[config.mk]
export PLATFORM = sky130hd
export DESIGN_NAME = dual_switch_pwm_clock_parallel
export DESIGN_NICKNAME = d
export VERILOG_FILES = /design/src/include/pwm_ctl_pkg.sv /design/src/dual_switch_pwm_clock_parallel.sv /design/src/pwm_channel.sv
export SDC_FILE = /design/constraint.sdc
export NUM_CORES = 1
export LEC_CHECK = 0
export BUFFER_PORTS_ARGS = -buffer_cell sky130_fd_sc_hd__clkbuf_2
export CAP_MARGIN = 20
export CORE_ASPECT_RATIO = 0.9
export CORE_MARGIN = 2
export CORE_UTILIZATION = 55
export DETAILED_ROUTE_END_ITERATION = 12
export PLACE_DENSITY = 0.8
export SETUP_SLACK_MARGIN = 0.3
export SLEW_MARGIN = 20
export SYNTH_ARGS = -nofsm -noshare
export SYNTH_HDL_FRONTEND = slang
export SYNTH_SLANG_ARGS = --single-unit
export TNS_END_PERCENT = 30
[constraint.sdc]
create_clock -name clk -period 6.5 [get_ports clk]
set_clock_uncertainty 0.1 [all_clocks]
set_input_delay 1.625 -clock clk [delete_from_list [all_inputs] [get_ports clk]]
set_output_delay 1.625 -clock clk [all_outputs]
set_load 0.1 [all_outputs]
[src/include/pwm_ctl_pkg.sv]
// Overview of operation
// - Clock select 0 drives modulators externally.
// - External prescale divides by 256 or 512.
// - Simultaneous enables start both modulators aligned.
// - Monitor external clock when selected and enabled.
// - Bad clock ignored, fault pin, failure flag.
// - Recover after flag read and clock good.
// - Calibration command arms period measurement.
// - Time select low pulse, set period.
// - Internal switching period is 256 ticks.
// - Out-of-window pulse keeps previous period.
// - Parallel mirrors bank 0 except diag bits.
// - Parallel readback copied whenever it differs from bank 0.
// - Bits OD3 to OD5 stay per channel.
// - Openload flags per channel, own enables.
// - Parallel uses channel 0 sense ratio.
// - Battery short per channel, gated by D8.
// - Parallel overcurrent: both off, both flags.
// - Parallel short and overtemp: both off, flags.
// - Shared retry counter, channel 0 delatches both.
// - Overtemp sets flag, pin low, channel off.
// - Pin low until cool and turn-on.
// - Overtemp flag clears only cool, pin high.
// - Off when bit 0, duty (n+1)/256, full on.
// - Clock select 1 uses internal oscillator.
// - Pin real time, flags sticky until read.
package pwm_ctl_pkg;
  localparam int CLK_PERIOD_NS = 20;
  localparam int EXT_PERIOD_MIN_NS = 40;
  localparam int EXT_PERIOD_MAX_NS = 2000;
  localparam int CSB_MIN_NS = 20000;
  localparam int CSB_MAX_NS = 60000;
  localparam int INT_PERIOD_DEF_NS = 39000;
  localparam int CNT_W = 12;
  // Least times round up, longest round down
  localparam int EXT_MIN_CYC = (EXT_PERIOD_MIN_NS + CLK_PERIOD_NS - 1) / CLK_PERIOD_NS;
  localparam int EXT_MAX_CYC = EXT_PERIOD_MAX_NS / CLK_PERIOD_NS;
  localparam int CSB_MIN_CYC = (CSB_MIN_NS + CLK_PERIOD_NS - 1) / CLK_PERIOD_NS;
  localparam int CSB_MAX_CYC = CSB_MAX_NS / CLK_PERIOD_NS;
  localparam logic [CNT_W-1:0] INT_PERIOD_DEF = CNT_W'(INT_PERIOD_DEF_NS / CLK_PERIOD_NS);
  localparam logic [7:0] DUTY_FULL = 8'hFF;
  localparam logic [3:0] RETRY_ZERO = 4'h0;
  // Fault flag positions
  localparam int OD_OC = 0;
  localparam int OD_SC = 1;
  localparam int OD_OT = 2;
  localparam int OD_OS = 3;
  localparam int OD_OLA = 4;
  localparam int OD_OLI = 5;
  localparam int FLAG_W = 6;
  // Diagnostic config field (D6, D7, D8)
  localparam int CFG_OLI = 0;
  localparam int CFG_OLA = 1;
  localparam int CFG_OS = 2;
  typedef enum logic [1:0] {CAL_IDLE, CAL_ARMED, CAL_MEASURE} cal_state_e;
endpackage

[src/dual_switch_pwm_clock_parallel.sv]
`timescale 1ns/1ps
module dual_switch_pwm_clock_parallel
  import pwm_ctl_pkg::*;
(
  input  wire logic              clk,
  input  wire logic              rst,
  input  wire logic              extClock,
  input  wire logic              chipSelectPinN,
  input  wire logic              calibrationCmd,
  input  wire logic              parallelMode,
  input  wire logic              channelOnCh0,
  input  wire logic              channelOnCh1,
  input  wire logic              pwmEnableCh0,
  input  wire logic              pwmEnableCh1,
  input  wire logic              clockIntCh0,
  input  wire logic              clockIntCh1,
  input  wire logic              prescaleDoubleCh0,
  input  wire logic              prescaleDoubleCh1,
  input  wire logic              senseRatioCh0,
  input  wire logic              senseRatioCh1,
  input  wire logic [7:0]        dutyCh0,
  input  wire logic [7:0]        dutyCh1,
  input  wire logic [2:0]        diagCfgCh0,
  input  wire logic [2:0]        diagCfgCh1,
  input  wire logic              autoRetryCh0,
  input  wire logic              autoRetryCh1,
  input  wire logic [3:0]        retryLimitCh0,
  input  wire logic [3:0]        retryLimitCh1,
  input  wire logic [1:0]        overtempIn,
  input  wire logic [1:0]        overcurrentIn,
  input  wire logic [1:0]        severeShortIn,
  input  wire logic [1:0]        batteryShortIn,
  input  wire logic [1:0]        openloadActiveIn,
  input  wire logic [1:0]        openloadIdleIn,
  input  wire logic              faultRegReadCh0,
  input  wire logic              faultRegReadCh1,
  input  wire logic              diagRegRead,
  output logic                   outputCh0,
  output logic                   outputCh1,
  output logic                   faultPinN,
  output logic [FLAG_W-1:0]      faultFlagsCh0,
  output logic [FLAG_W-1:0]      faultFlagsCh1,
  output logic                   extClockFailFlag,
  output logic [3:0]             retryCountCh0,
  output logic [3:0]             retryCountCh1,
  output logic                   senseRatioEffCh1,
  output logic [CNT_W-1:0]       intPeriod
);
  cal_state_e       calState_reg;
  logic [CNT_W-1:0] csCnt_reg;
  logic [CNT_W-1:0] extCnt_reg;
  logic             csPrev_reg;
  logic             extPrev_reg;
  logic             extInRange_reg;
  logic             extFail_reg;
  logic             readSeen_reg;
  logic             otHold_reg;
  logic [1:0]       onPrev_reg;
  logic [1:0]       latched_reg;
  logic [3:0]       retry1_reg;
  logic             csFall;
  logic             csRise;
  logic             extRise;
  logic             monitorOn;
  logic             extBad;
  logic [1:0]       chOn;
  logic [1:0]       onRise;
  logic [1:0]       ocEff;
  logic [1:0]       scEff;
  logic [1:0]       otEff;
  logic [1:0]       trip;
  logic [1:0]       delatch;
  logic [1:0]       retryEvt;
  logic [1:0]       forceOff;
  logic [FLAG_W-1:0] set0;
  logic [FLAG_W-1:0] set1;

  // Window check shared by both monitors
  function automatic logic inWindow(input logic [CNT_W-1:0] v, input int lo, input int hi);
    inWindow = (v >= CNT_W'(lo)) && (v <= CNT_W'(hi));
  endfunction

  // Fault flag update: set wins over clear on read
  function automatic logic [FLAG_W-1:0] flagNext(input logic [FLAG_W-1:0] cur,
      input logic [FLAG_W-1:0] set, input logic [FLAG_W-1:0] clr);
    flagNext = set | (cur & ~clr);
  endfunction

  // Edges of the sampled pins
  assign csFall  = csPrev_reg & ~chipSelectPinN;
  assign csRise  = ~csPrev_reg & chipSelectPinN;
  assign extRise = ~extPrev_reg & extClock;
  assign chOn    = {channelOnCh1, channelOnCh0};
  assign onRise  = chOn & ~onPrev_reg;

  always_ff @(posedge clk) begin
    if (rst) begin
      csPrev_reg  <= 1'b1;
      extPrev_reg <= 1'b0;
      onPrev_reg  <= 2'b00;
    end else begin
      csPrev_reg  <= chipSelectPinN;
      extPrev_reg <= extClock;
      onPrev_reg  <= chOn;
    end
  end

  // Calibration sequencer
  always_ff @(posedge clk) begin
    if (rst) begin
      calState_reg <= CAL_IDLE;
      csCnt_reg    <= '0;
      intPeriod    <= INT_PERIOD_DEF;
    end else begin
      unique case (calState_reg)
        CAL_IDLE: begin
          if (calibrationCmd) begin
            calState_reg <= CAL_ARMED;
          end
        end
        CAL_ARMED: begin
          if (csFall) begin
            calState_reg <= CAL_MEASURE;
            csCnt_reg    <= CNT_W'(1);
          end
        end
        CAL_MEASURE: begin
          if (csRise) begin
            calState_reg <= CAL_IDLE;
            if (inWindow(csCnt_reg, CSB_MIN_CYC, CSB_MAX_CYC)) begin
              intPeriod <= csCnt_reg;
            end // else kept
          end else if (csCnt_reg <= CNT_W'(CSB_MAX_CYC)) begin
            csCnt_reg <= csCnt_reg + CNT_W'(1);
          end
        end
      endcase
    end
  end

  // External clock period monitor
  assign monitorOn = (~clockIntCh0 & pwmEnableCh0) |
                     (~parallelMode & ~clockIntCh1 & pwmEnableCh1);
  assign extBad    = monitorOn & ~extInRange_reg;

  always_ff @(posedge clk) begin
    if (rst) begin
      extCnt_reg     <= '0;
      extInRange_reg <= 1'b1;
    end else if (extRise) begin
      extCnt_reg     <= CNT_W'(1);
      extInRange_reg <= inWindow(extCnt_reg, EXT_MIN_CYC, EXT_MAX_CYC);
    end else if (extCnt_reg > CNT_W'(EXT_MAX_CYC)) begin
      extInRange_reg <= 1'b0;
    end else begin
      extCnt_reg <= extCnt_reg + CNT_W'(1);
    end
  end

  // Clock failure state and its recovery
  always_ff @(posedge clk) begin
    if (rst) begin
      extFail_reg      <= 1'b0;
      readSeen_reg     <= 1'b0;
      extClockFailFlag <= 1'b0;
    end else begin
      if (extBad) begin
        extFail_reg <= 1'b1;
      end else if (readSeen_reg && extInRange_reg) begin
        extFail_reg <= 1'b0;
      end
      if (extBad && !extFail_reg) begin
        readSeen_reg <= 1'b0;
      end else if (diagRegRead && extFail_reg) begin
        readSeen_reg <= 1'b1;
      end else if (!extFail_reg) begin
        readSeen_reg <= 1'b0;
      end
      extClockFailFlag <= extBad | (extClockFailFlag & ~diagRegRead);
    end
  end

  // Fault coupling across channels in parallel mode
  assign ocEff = parallelMode ? {2{|overcurrentIn}} : overcurrentIn;
  assign scEff = parallelMode ? {2{|severeShortIn}} : severeShortIn;
  assign otEff = parallelMode ? {2{|overtempIn}} : overtempIn;
  assign trip  = ocEff | scEff | otEff;

  // Auto-retry and delatch, channel 0 governs both in parallel mode
  assign retryEvt[0] = latched_reg[0] & ~trip[0] & autoRetryCh0 &
                       (retryCountCh0 != retryLimitCh0);
  assign retryEvt[1] = parallelMode ? retryEvt[0] :
                       latched_reg[1] & ~trip[1] & autoRetryCh1 &
                       (retry1_reg != retryLimitCh1);
  assign delatch[0]  = (onRise[0] & ~trip[0]) | retryEvt[0];
  assign delatch[1]  = parallelMode ? delatch[0] :
                       (onRise[1] & ~trip[1]) | retryEvt[1];
  assign forceOff    = latched_reg | trip;

  always_ff @(posedge clk) begin
    if (rst) begin
      latched_reg   <= 2'b00;
      retryCountCh0 <= RETRY_ZERO;
      retry1_reg    <= RETRY_ZERO;
    end else begin
      latched_reg <= trip | (latched_reg & ~delatch);
      if (onRise[0] && !trip[0]) begin
        retryCountCh0 <= RETRY_ZERO;
      end else if (retryEvt[0]) begin
        retryCountCh0 <= retryCountCh0 + 4'h1;
      end
      if (onRise[1] && !trip[1]) begin
        retry1_reg <= RETRY_ZERO;
      end else if (retryEvt[1] && !parallelMode) begin
        retry1_reg <= retry1_reg + 4'h1;
      end
    end
  end

  // Channel 1 readback: in parallel mode, copied from channel 0 whenever the two differ
  always_ff @(posedge clk) begin
    if (rst) begin
      retryCountCh1 <= RETRY_ZERO;
    end else if (!parallelMode) begin
      retryCountCh1 <= retry1_reg;
    end else if (retryCountCh1 != retryCountCh0) begin
      retryCountCh1 <= retryCountCh0;
    end
  end

  // Sense ratio of bank 1 taken from bank 0 in parallel mode
  always_ff @(posedge clk) begin
    if (rst) begin
      senseRatioEffCh1 <= 1'b0;
    end else begin
      senseRatioEffCh1 <= parallelMode ? senseRatioCh0 : senseRatioCh1;
    end
  end

  // Flag set vectors; diagnostic bits stay per channel
  assign set0 = {openloadIdleIn[0] & diagCfgCh0[CFG_OLI],
                 openloadActiveIn[0] & diagCfgCh0[CFG_OLA],
                 batteryShortIn[0] & diagCfgCh0[CFG_OS],
                 otEff[0], scEff[0], ocEff[0]};
  assign set1 = {openloadIdleIn[1] & diagCfgCh1[CFG_OLI],
                 openloadActiveIn[1] & diagCfgCh1[CFG_OLA],
                 batteryShortIn[1] & diagCfgCh1[CFG_OS],
                 otEff[1], scEff[1], ocEff[1]};

  // Sticky flags, cleared on read once the cause is gone
  always_ff @(posedge clk) begin
    if (rst) begin
      faultFlagsCh0 <= '0;
      faultFlagsCh1 <= '0;
    end else begin
      faultFlagsCh0 <= flagNext(faultFlagsCh0, set0,
        {FLAG_W{faultRegReadCh0}} & ~{3'b000, ~faultPinN | latched_reg[0], latched_reg[0],
        latched_reg[0]});
      faultFlagsCh1 <= flagNext(faultFlagsCh1, set1,
        {FLAG_W{faultRegReadCh1}} & ~{3'b000, ~faultPinN | latched_reg[1], latched_reg[1],
        latched_reg[1]});
    end
  end

  // Overtemperature hold of the fault pin
  always_ff @(posedge clk) begin
    if (rst) begin
      otHold_reg <= 1'b0;
    end else if (|overtempIn) begin
      otHold_reg <= 1'b1;
    end else if (|(onRise | retryEvt)) begin
      otHold_reg <= 1'b0;
    end
  end

  // Fault pin, active low, real time
  always_ff @(posedge clk) begin
    if (rst) begin
      faultPinN <= 1'b1;
    end else begin
      faultPinN <= ~(|overtempIn | otHold_reg | extBad | extFail_reg |
                     |latched_reg | |trip);
    end
  end

  // Modulators; bank 1 follows bank 0 in parallel mode
  pwm_channel u_ch0 (
    .clk            (clk),
    .rst            (rst),
    .pwmEnable      (pwmEnableCh0),
    .channelOn      (channelOnCh0),
    .forceOff       (forceOff[0]),
    .useExt         (~clockIntCh0),
    .extFallback    (extFail_reg),
    .extTick        (extRise & ~extFail_reg),
    .prescaleDouble (prescaleDoubleCh0),
    .duty           (dutyCh0),
    .intPeriod      (intPeriod),
    .switchOut      (outputCh0)
  );

  pwm_channel u_ch1 (
    .clk            (clk),
    .rst            (rst),
    .pwmEnable      (parallelMode ? pwmEnableCh0 : pwmEnableCh1),
    .channelOn      (parallelMode ? channelOnCh0 : channelOnCh1),
    .forceOff       (forceOff[1]),
    .useExt         (parallelMode ? ~clockIntCh0 : ~clockIntCh1),
    .extFallback    (extFail_reg),
    .extTick        (extRise & ~extFail_reg),
    .prescaleDouble (parallelMode ? prescaleDoubleCh0 : prescaleDoubleCh1),
    .duty           (parallelMode ? dutyCh0 : dutyCh1),
    .intPeriod      (intPeriod),
    .switchOut      (outputCh1)
  );
endmodule

[src/pwm_channel.sv]
`timescale 1ns/1ps
module pwm_channel
  import pwm_ctl_pkg::*;
(
  input  wire logic             clk,
  input  wire logic             rst,
  input  wire logic             pwmEnable,
  input  wire logic             channelOn,
  input  wire logic             forceOff,
  input  wire logic             useExt,
  input  wire logic             extFallback,
  input  wire logic             extTick,
  input  wire logic             prescaleDouble,
  input  wire logic [7:0]       duty,
  input  wire logic [CNT_W-1:0] intPeriod,
  output logic                  switchOut
);
  logic [CNT_W-1:0] divCnt_reg;
  logic             phase_reg;
  logic [7:0]       step_reg;
  logic             intTick;
  logic             tick;
  logic             advance;
  logic             run;

  // Tick source selection
  assign intTick = (divCnt_reg == intPeriod - CNT_W'(1));
  assign tick    = useExt ? extTick : intTick;
  assign run     = pwmEnable & ~(useExt & extFallback);
  assign advance = tick & (~(useExt & prescaleDouble) | phase_reg);

  // Internal oscillator divider
  always_ff @(posedge clk) begin
    if (rst || !pwmEnable || intTick) begin
      divCnt_reg <= '0;
    end else begin
      divCnt_reg <= divCnt_reg + CNT_W'(1);
    end
  end

  // Prescale phase and 256-step counter, held at zero while disabled
  always_ff @(posedge clk) begin
    if (rst || !pwmEnable) begin
      phase_reg <= 1'b0;
      step_reg  <= 8'h00;
    end else if (tick) begin
      if (useExt && prescaleDouble) begin
        phase_reg <= ~phase_reg;
      end
      if (advance) begin
        step_reg <= step_reg + 8'h01;
      end
    end
  end

  // Output drive
  always_ff @(posedge clk) begin
    if (rst) begin
      switchOut <= 1'b0;
    end else if (!channelOn || forceOff) begin
      switchOut <= 1'b0;
    end else if (!run) begin
      switchOut <= 1'b1;
    end else begin
      switchOut <= (duty == DUTY_FULL) || (step_reg <= duty);
    end
  end
endmodule

* Yosys cells after proc, flatten, opt, wreduce, memory -nomap -nowiden
Index checks and enable logic that the tools add are counted.
W data, S select, Z words.
** Storage, ports and cells
- Flip-flop bits (word level) :: 119
- Input bits :: 63
** Cells by class
- Bitwise logic cells :: 82
- $add $sub $neg :: 9
- Equality and inequality tests :: 17
- Reductions and logical operators :: 50
- $lt $le $gt $ge :: 7
- Mux-type cells :: 35
** Operator list (number)
- $add A12 B1 Y12 const B :: 4
- $mux W12 :: 3
- $and A1 B1 Y1 :: 31
- $and A6 B6 Y6 :: 4
- $eq A12 B12 Y1 :: 2
- $pmux W12 S2 :: 1
- $reduce_or A2 Y1 :: 12
- $mux W1 :: 21
- $not A1 Y1 :: 19
- $add A8 B1 Y8 const B :: 2
- $eq A8 B8 Y1 const B :: 2
- $le A8 B8 Y1 :: 2
- $or A1 B1 Y1 :: 13
- $ge A12 B10 Y1 const B :: 1
- $ge A12 B2 Y1 const B :: 1
- $gt A12 B7 Y1 const B :: 1
- $le A12 B12 Y1 const B :: 1
- $le A12 B7 Y1 const B :: 1
- $mux W2 :: 6
- $ne A2 B2 Y1 const B :: 6
- $ne A4 B4 Y1 :: 3
- $not A3 Y6 :: 2
- $not A6 Y6 :: 2
- $or A6 B6 Y6 :: 2
- 19 further kinds :: 58

* Longest topological paths before layout
- Depth in word-level cells :: 14
- Gate-level depth with buffers :: 13

* Modules after synthesis
A second synthesis with hierarchy kept.
** Second synthesis, totals
- Cells, all modules :: 784
- Area, all modules :: 6779.0 um^2
** By module, submodules not included
- dual_switch_pwm_clock_parallel :: instances 1, area each 3550.9 um^2, cells each 390
- pwm_channel (u_ch1) :: instances 1, area each 1626.6 um^2, cells each 196
- pwm_channel (u_ch0) :: instances 1, area each 1601.5 um^2, cells each 198

* Worst setup path after synthesis
Ideal clock, no wire load.
- Path type :: flip-flop to flip-flop
- From :: reg intPeriod[0]
- To :: reg u_ch1.step_reg[6]
- Slack :: 2.801 ns
- Data required time :: 6.330 ns
- Clock period less this slack :: 3.699 ns
- Arrival time :: 3.529 ns
- Cell stages (with the launch flop) :: 14
- Path buffers :: 3
- Cells stage by stage :: dfxtp_1 buf_6 inv_1 ha_1 or3b_2 clkbuf_1 or4_1 xnor2_1 nand4_1 nor4_2 nor2_1 buf_6 or4_1 a21oi_1
** Between the ends
- Word-level cells in the longest chain between the ends :: 5
** Ends and longest elaborated chain
- start: declaration :: RTL line dual_switch_pwm_clock_parallel.sv:47 : output logic [CNT_W-1:0] intPeriod
- start signal: assignment :: RTL line dual_switch_pwm_clock_parallel.sv:131 : intPeriod <= csCnt_reg;
- $sub A12 B1 Y12 (*) :: RTL line pwm_channel.sv:27 : assign intTick = (divCnt_reg == intPeriod - CNT_W'(1));
- $eq A12 B12 Y1 (*) :: RTL line pwm_channel.sv:27
- $mux W1 (*) :: RTL line pwm_channel.sv:28 : assign tick = useExt ? extTick : intTick;
- $and A1 B1 Y1 :: RTL line pwm_channel.sv:30 : assign advance = tick & (~(useExt & prescaleDouble) | phase_reg);
- $reduce_and A2 Y1 (no line) (*)
- end signal: assignment :: RTL line pwm_channel.sv:51 : step_reg <= step_reg + 8'h01;
- end: declaration :: RTL line pwm_channel.sv:20 : logic [7:0] step_reg;
Mark *: on every way between the ends. The rest lies on a longest branch, timed or not.
A chain may end at the register's enable or synchronous reset.

* Final worst setup path
- From :: in parallelMode
- To :: reg retry1_reg[3]
** Between the ends
- Word-level cells in the longest chain between the ends :: 9
- Elaborated cells on any way between the ends :: 19
- Those cells by class :: mux (4); bitwise (10); reduce/logical (5)
** Ends and longest elaborated chain
- start: declaration :: RTL line dual_switch_pwm_clock_parallel.sv:10 : input wire logic parallelMode,
- $mux W2 (on tied branches) :: RTL line dual_switch_pwm_clock_parallel.sv:184, dual_switch_pwm_clock_parallel.sv:185
- $or A2 B2 Y2 (2 in series) :: RTL line dual_switch_pwm_clock_parallel.sv:187 : assign trip = ocEff | scEff | otEff;
- $not A1 Y1 (on tied branches) :: RTL line dual_switch_pwm_clock_parallel.sv:193, dual_switch_pwm_clock_parallel.sv:190
- $and A1 B1 Y1 (on tied branches) (3 in series) :: RTL line dual_switch_pwm_clock_parallel.sv:193, dual_switch_pwm_clock_parallel.sv:190
- $mux W1 :: RTL line dual_switch_pwm_clock_parallel.sv:192 : assign retryEvt[1] = parallelMode ? retryEvt[0] :
- $logic_and A1 B1 Y1 :: RTL line dual_switch_pwm_clock_parallel.sv:214 : end else if (retryEvt[1] && !parallelMode) begin
- end signal: assignment :: RTL line dual_switch_pwm_clock_parallel.sv:215 : retry1_reg <= retry1_reg + 4'h1;
- end: declaration :: RTL line dual_switch_pwm_clock_parallel.sv:60 : logic [3:0] retry1_reg;
Parallel ways exist; a longest one is shown, timed or not.

==> summary.txt <==
CP max FO = 29
Post-layout util = 0.6642
Max IR drop VDD = 173.8 uV
Synth Warn # = 0
Initial antenna violation count = 0
Core area = 11300 um^2
Area Growth Syn to Fin = 18.71%
Met1 WL = 6.702 mm
Postcts setup bufs = 0
Syn Std Cell Area = 6320 um^2
Input/output buffers = 99
Final WL = 15.53 mm
Clock group share of total power = 0.479
Worst setup SP type = input port
First DRT Iteration DRCs = 445
Met3 WL = 976 um
Pin count of the biggest net entering global routing = 45
Critical path data arrival time = 4030 ps
Max-cap viol count = 0
DIE HEIGHT = 105.7 um
Dpl hpwl = 11.50 mm
H-tree lvl count = 4
CTS tree = done
First-pass GRT wire length = 25.96 mm
Minimum clock period = 3821 ps
Seq/Total Area, Yosys = 0.3770
# rows = 37
TNS Setup = 0 ps
Distinct cells, synth = 66
P_leak = 3.133 nW
Syn avg cell area = 8.778 um^2
GP Congestion = 0.8898
Clock latency on the worst-skew pair = 410 ps
Io pins = 100
Final setup viols = 0
EDFF count, synth = 0
Sequential power share = 0.406
Tot GR Track Use = 0.2655
Via density per instance = 5.706
Top FF cell, synth = dfxtp_1
Post-DRT Antenna Nets = 0
Setup Crit Path Kind = in -> reg
Post-Synthesis Cells = 720
Drt pass-1 iters = 5
PwrDens = 252.5 nW/um^2
Int Pwr = 0.001411 W
Net Sw Power = 0.0004838 W
Crit path required time = 6710 ps
Max Clock Freq = 261.7 MHz
Crit. End Element = flop
Top sig layer = met4
Period utilization = 0.5878
Starting Density = 0.5595
Vias in the first global route = 5627
Final Hold Viols = 0
Die width = 117.0 um
WHS = 355.6 ps
Root Buffer = clkbuf_16
Drt wl/cell = 15.76 um
ANT cells = 0
Gate power share = 0.116
Outcome = finished clean
DRC Markers = 0
Total gr overflow = 0
Fill count = 944
Syn Nets = 813
Sw Ratio = 0.2554
Met2 routed WL = 7.567 mm
Num CTS Buffers = 17
Reg clk slew, reported paths = 50 ps
Post-CTS Hold Buffers = 0
Seq cells post-synth = 119
Hold crit path type = reg -> reg
Max clock buf depth = 2
Nets = 910
Slew Limit Fails = 0
CTS resizes = 0
Max_slew headroom = 0.2831
Via count = 5620
Ratio of cells with drive above 1 in the final layout = 0.1834
Die area = 12370 um^2
RSZ-0062 raised after global routing = no
CTS sink cnt = 119
Async S/R FF share, synth = 0
Worst slew pin tran = 1066 ps
==> layout make-up <==
| type | instances | area (um^2) | area share |
|---|---|---|---|
| sequential | 119 | 2382 | 0.3175 |
| inverter | 44 | 165.2 | 0.02201 |
| clock buffer | 21 | 470.5 | 0.06271 |
| clock inverter | 10 | 102.6 | 0.01368 |
| multi-input combinational | 532 | 3661 | 0.4880 |
| tap | 156 | 195.2 | 0.02602 |
| timing repair buffer | 103 | 525.5 | 0.07005 |
==> through the flow <==
stage	worst slack [ps]	total power (W)	cell area [um^2]	cells
6_report	2679	0.001894	7502	985
5_1_grt	2493	0.001966	7502	985
4_1_cts	2698	0.001903	7502	985
3_5_place_dp	2367	0.0009999	6929	954
3_3_place_gp	2505	0.0009894	6929	954
2_1_floorplan	2801	0.0009388	6320	720
==> synth_stat cells (all sizes together) (3+ instances only) <==
cell type	count	area share
o21a	7	0.0083
nor2	115	0.068
mux2i	26	0.041
xnor2	40	0.055
nand4	15	0.015
nor3	8	0.0063
ha	30	0.059
xnor3	3	0.011
and3	12	0.012
a211oi	4	0.0048
o31ai	7	0.0083
nor2b	8	0.0079
a22oi	8	0.0095
a211o	8	0.011
nor3b	5	0.0059
buf	5	0.0065
nand2	24	0.014
nor4	15	0.018
clkbuf	20	0.012
inv	44	0.026
a21o	4	0.0048
and2	5	0.0049
a21oi	32	0.025
dfxtp	119	0.38
o21ai	24	0.020
or3	12	0.013
or4	8	0.010
or2	4	0.0040
o2111ai	3	0.0051
a2111oi	3	0.010
nand2b	10	0.0099
a221oi	5	0.0069
xor2	34	0.047
o211ai	3	0.0044
nand3	24	0.019
o31a	3	0.0042
==> power groups by stage <==
stage	sequential [W]	combinational [W]	clock [W]
finish	0.000768	0.000219	0.000907
global route	0.000770	0.000239	0.000957
CTS	0.000768	0.000219	0.000916
detailed placement	0.000783	0.000217	0
global placement	0.000781	0.000208	0
floorplan	0.000822	0.000117	0
==> critical path, cell delays in order <==
cell and delay (ps):
clkbuf_2 440, a21oi_1 380, nand3_1 170, nor4_1 920, nand4_1 240, xor2_1 190, nor2_1 50
==> layer usage <==
layer / up-vias / global-route usage
met4: 0 / 0.08908
met2: 187 / 0.4385
met3: 33 / 0.08568
met1: 2671 / 0.3244
li1: 2729 / -
met5: - / 0
==> worst paths after layout <==
kind / start / end / slack, ps / depth (start not counted)
max: parallelMode / retry1_reg[3] / 2680 / 7
min: extCnt_reg[8] / extCnt_reg[8] / 360 / 1
max reg2reg: intPeriod[0] / u_ch1.step_reg[5] / 2880 / 10
min reg2reg: extCnt_reg[8] / extCnt_reg[8] / 360 / 1
==> placed cells by master, fill, tap and decap left out, types with 17 or more instances in the layout <==
cell,Yosys,layout
a21oi_1,32,32
nor2_1,115,115
mux2i_1,26,26
nand2_1,24,24
xor2_1,34,34
xnor2_1,40,40
nand3_1,24,24
ha_1,30,30
inv_1,44,44
clkbuf_2,0,99
dfxtp_1,119,119
o21ai_0,23,23
clkbuf_16,0,17
==> kinds of logic (layout without fill, tap and decap cells) <==
kind of cell               Yosys count  in the layout  synth area share
and+or+nand+nor                    272            272            0.2192
AOI/OAI and AO/OA                  125            125            0.1422
DFF                                119            119            0.3770
xor gates and xnor gates            77             77            0.1132
buffers and inverters               69            178           0.04455
adders and majority gates           31             31           0.06098
muxes                               27             27           0.04296
No activity file was read; power rests on OpenSTA's default activity.
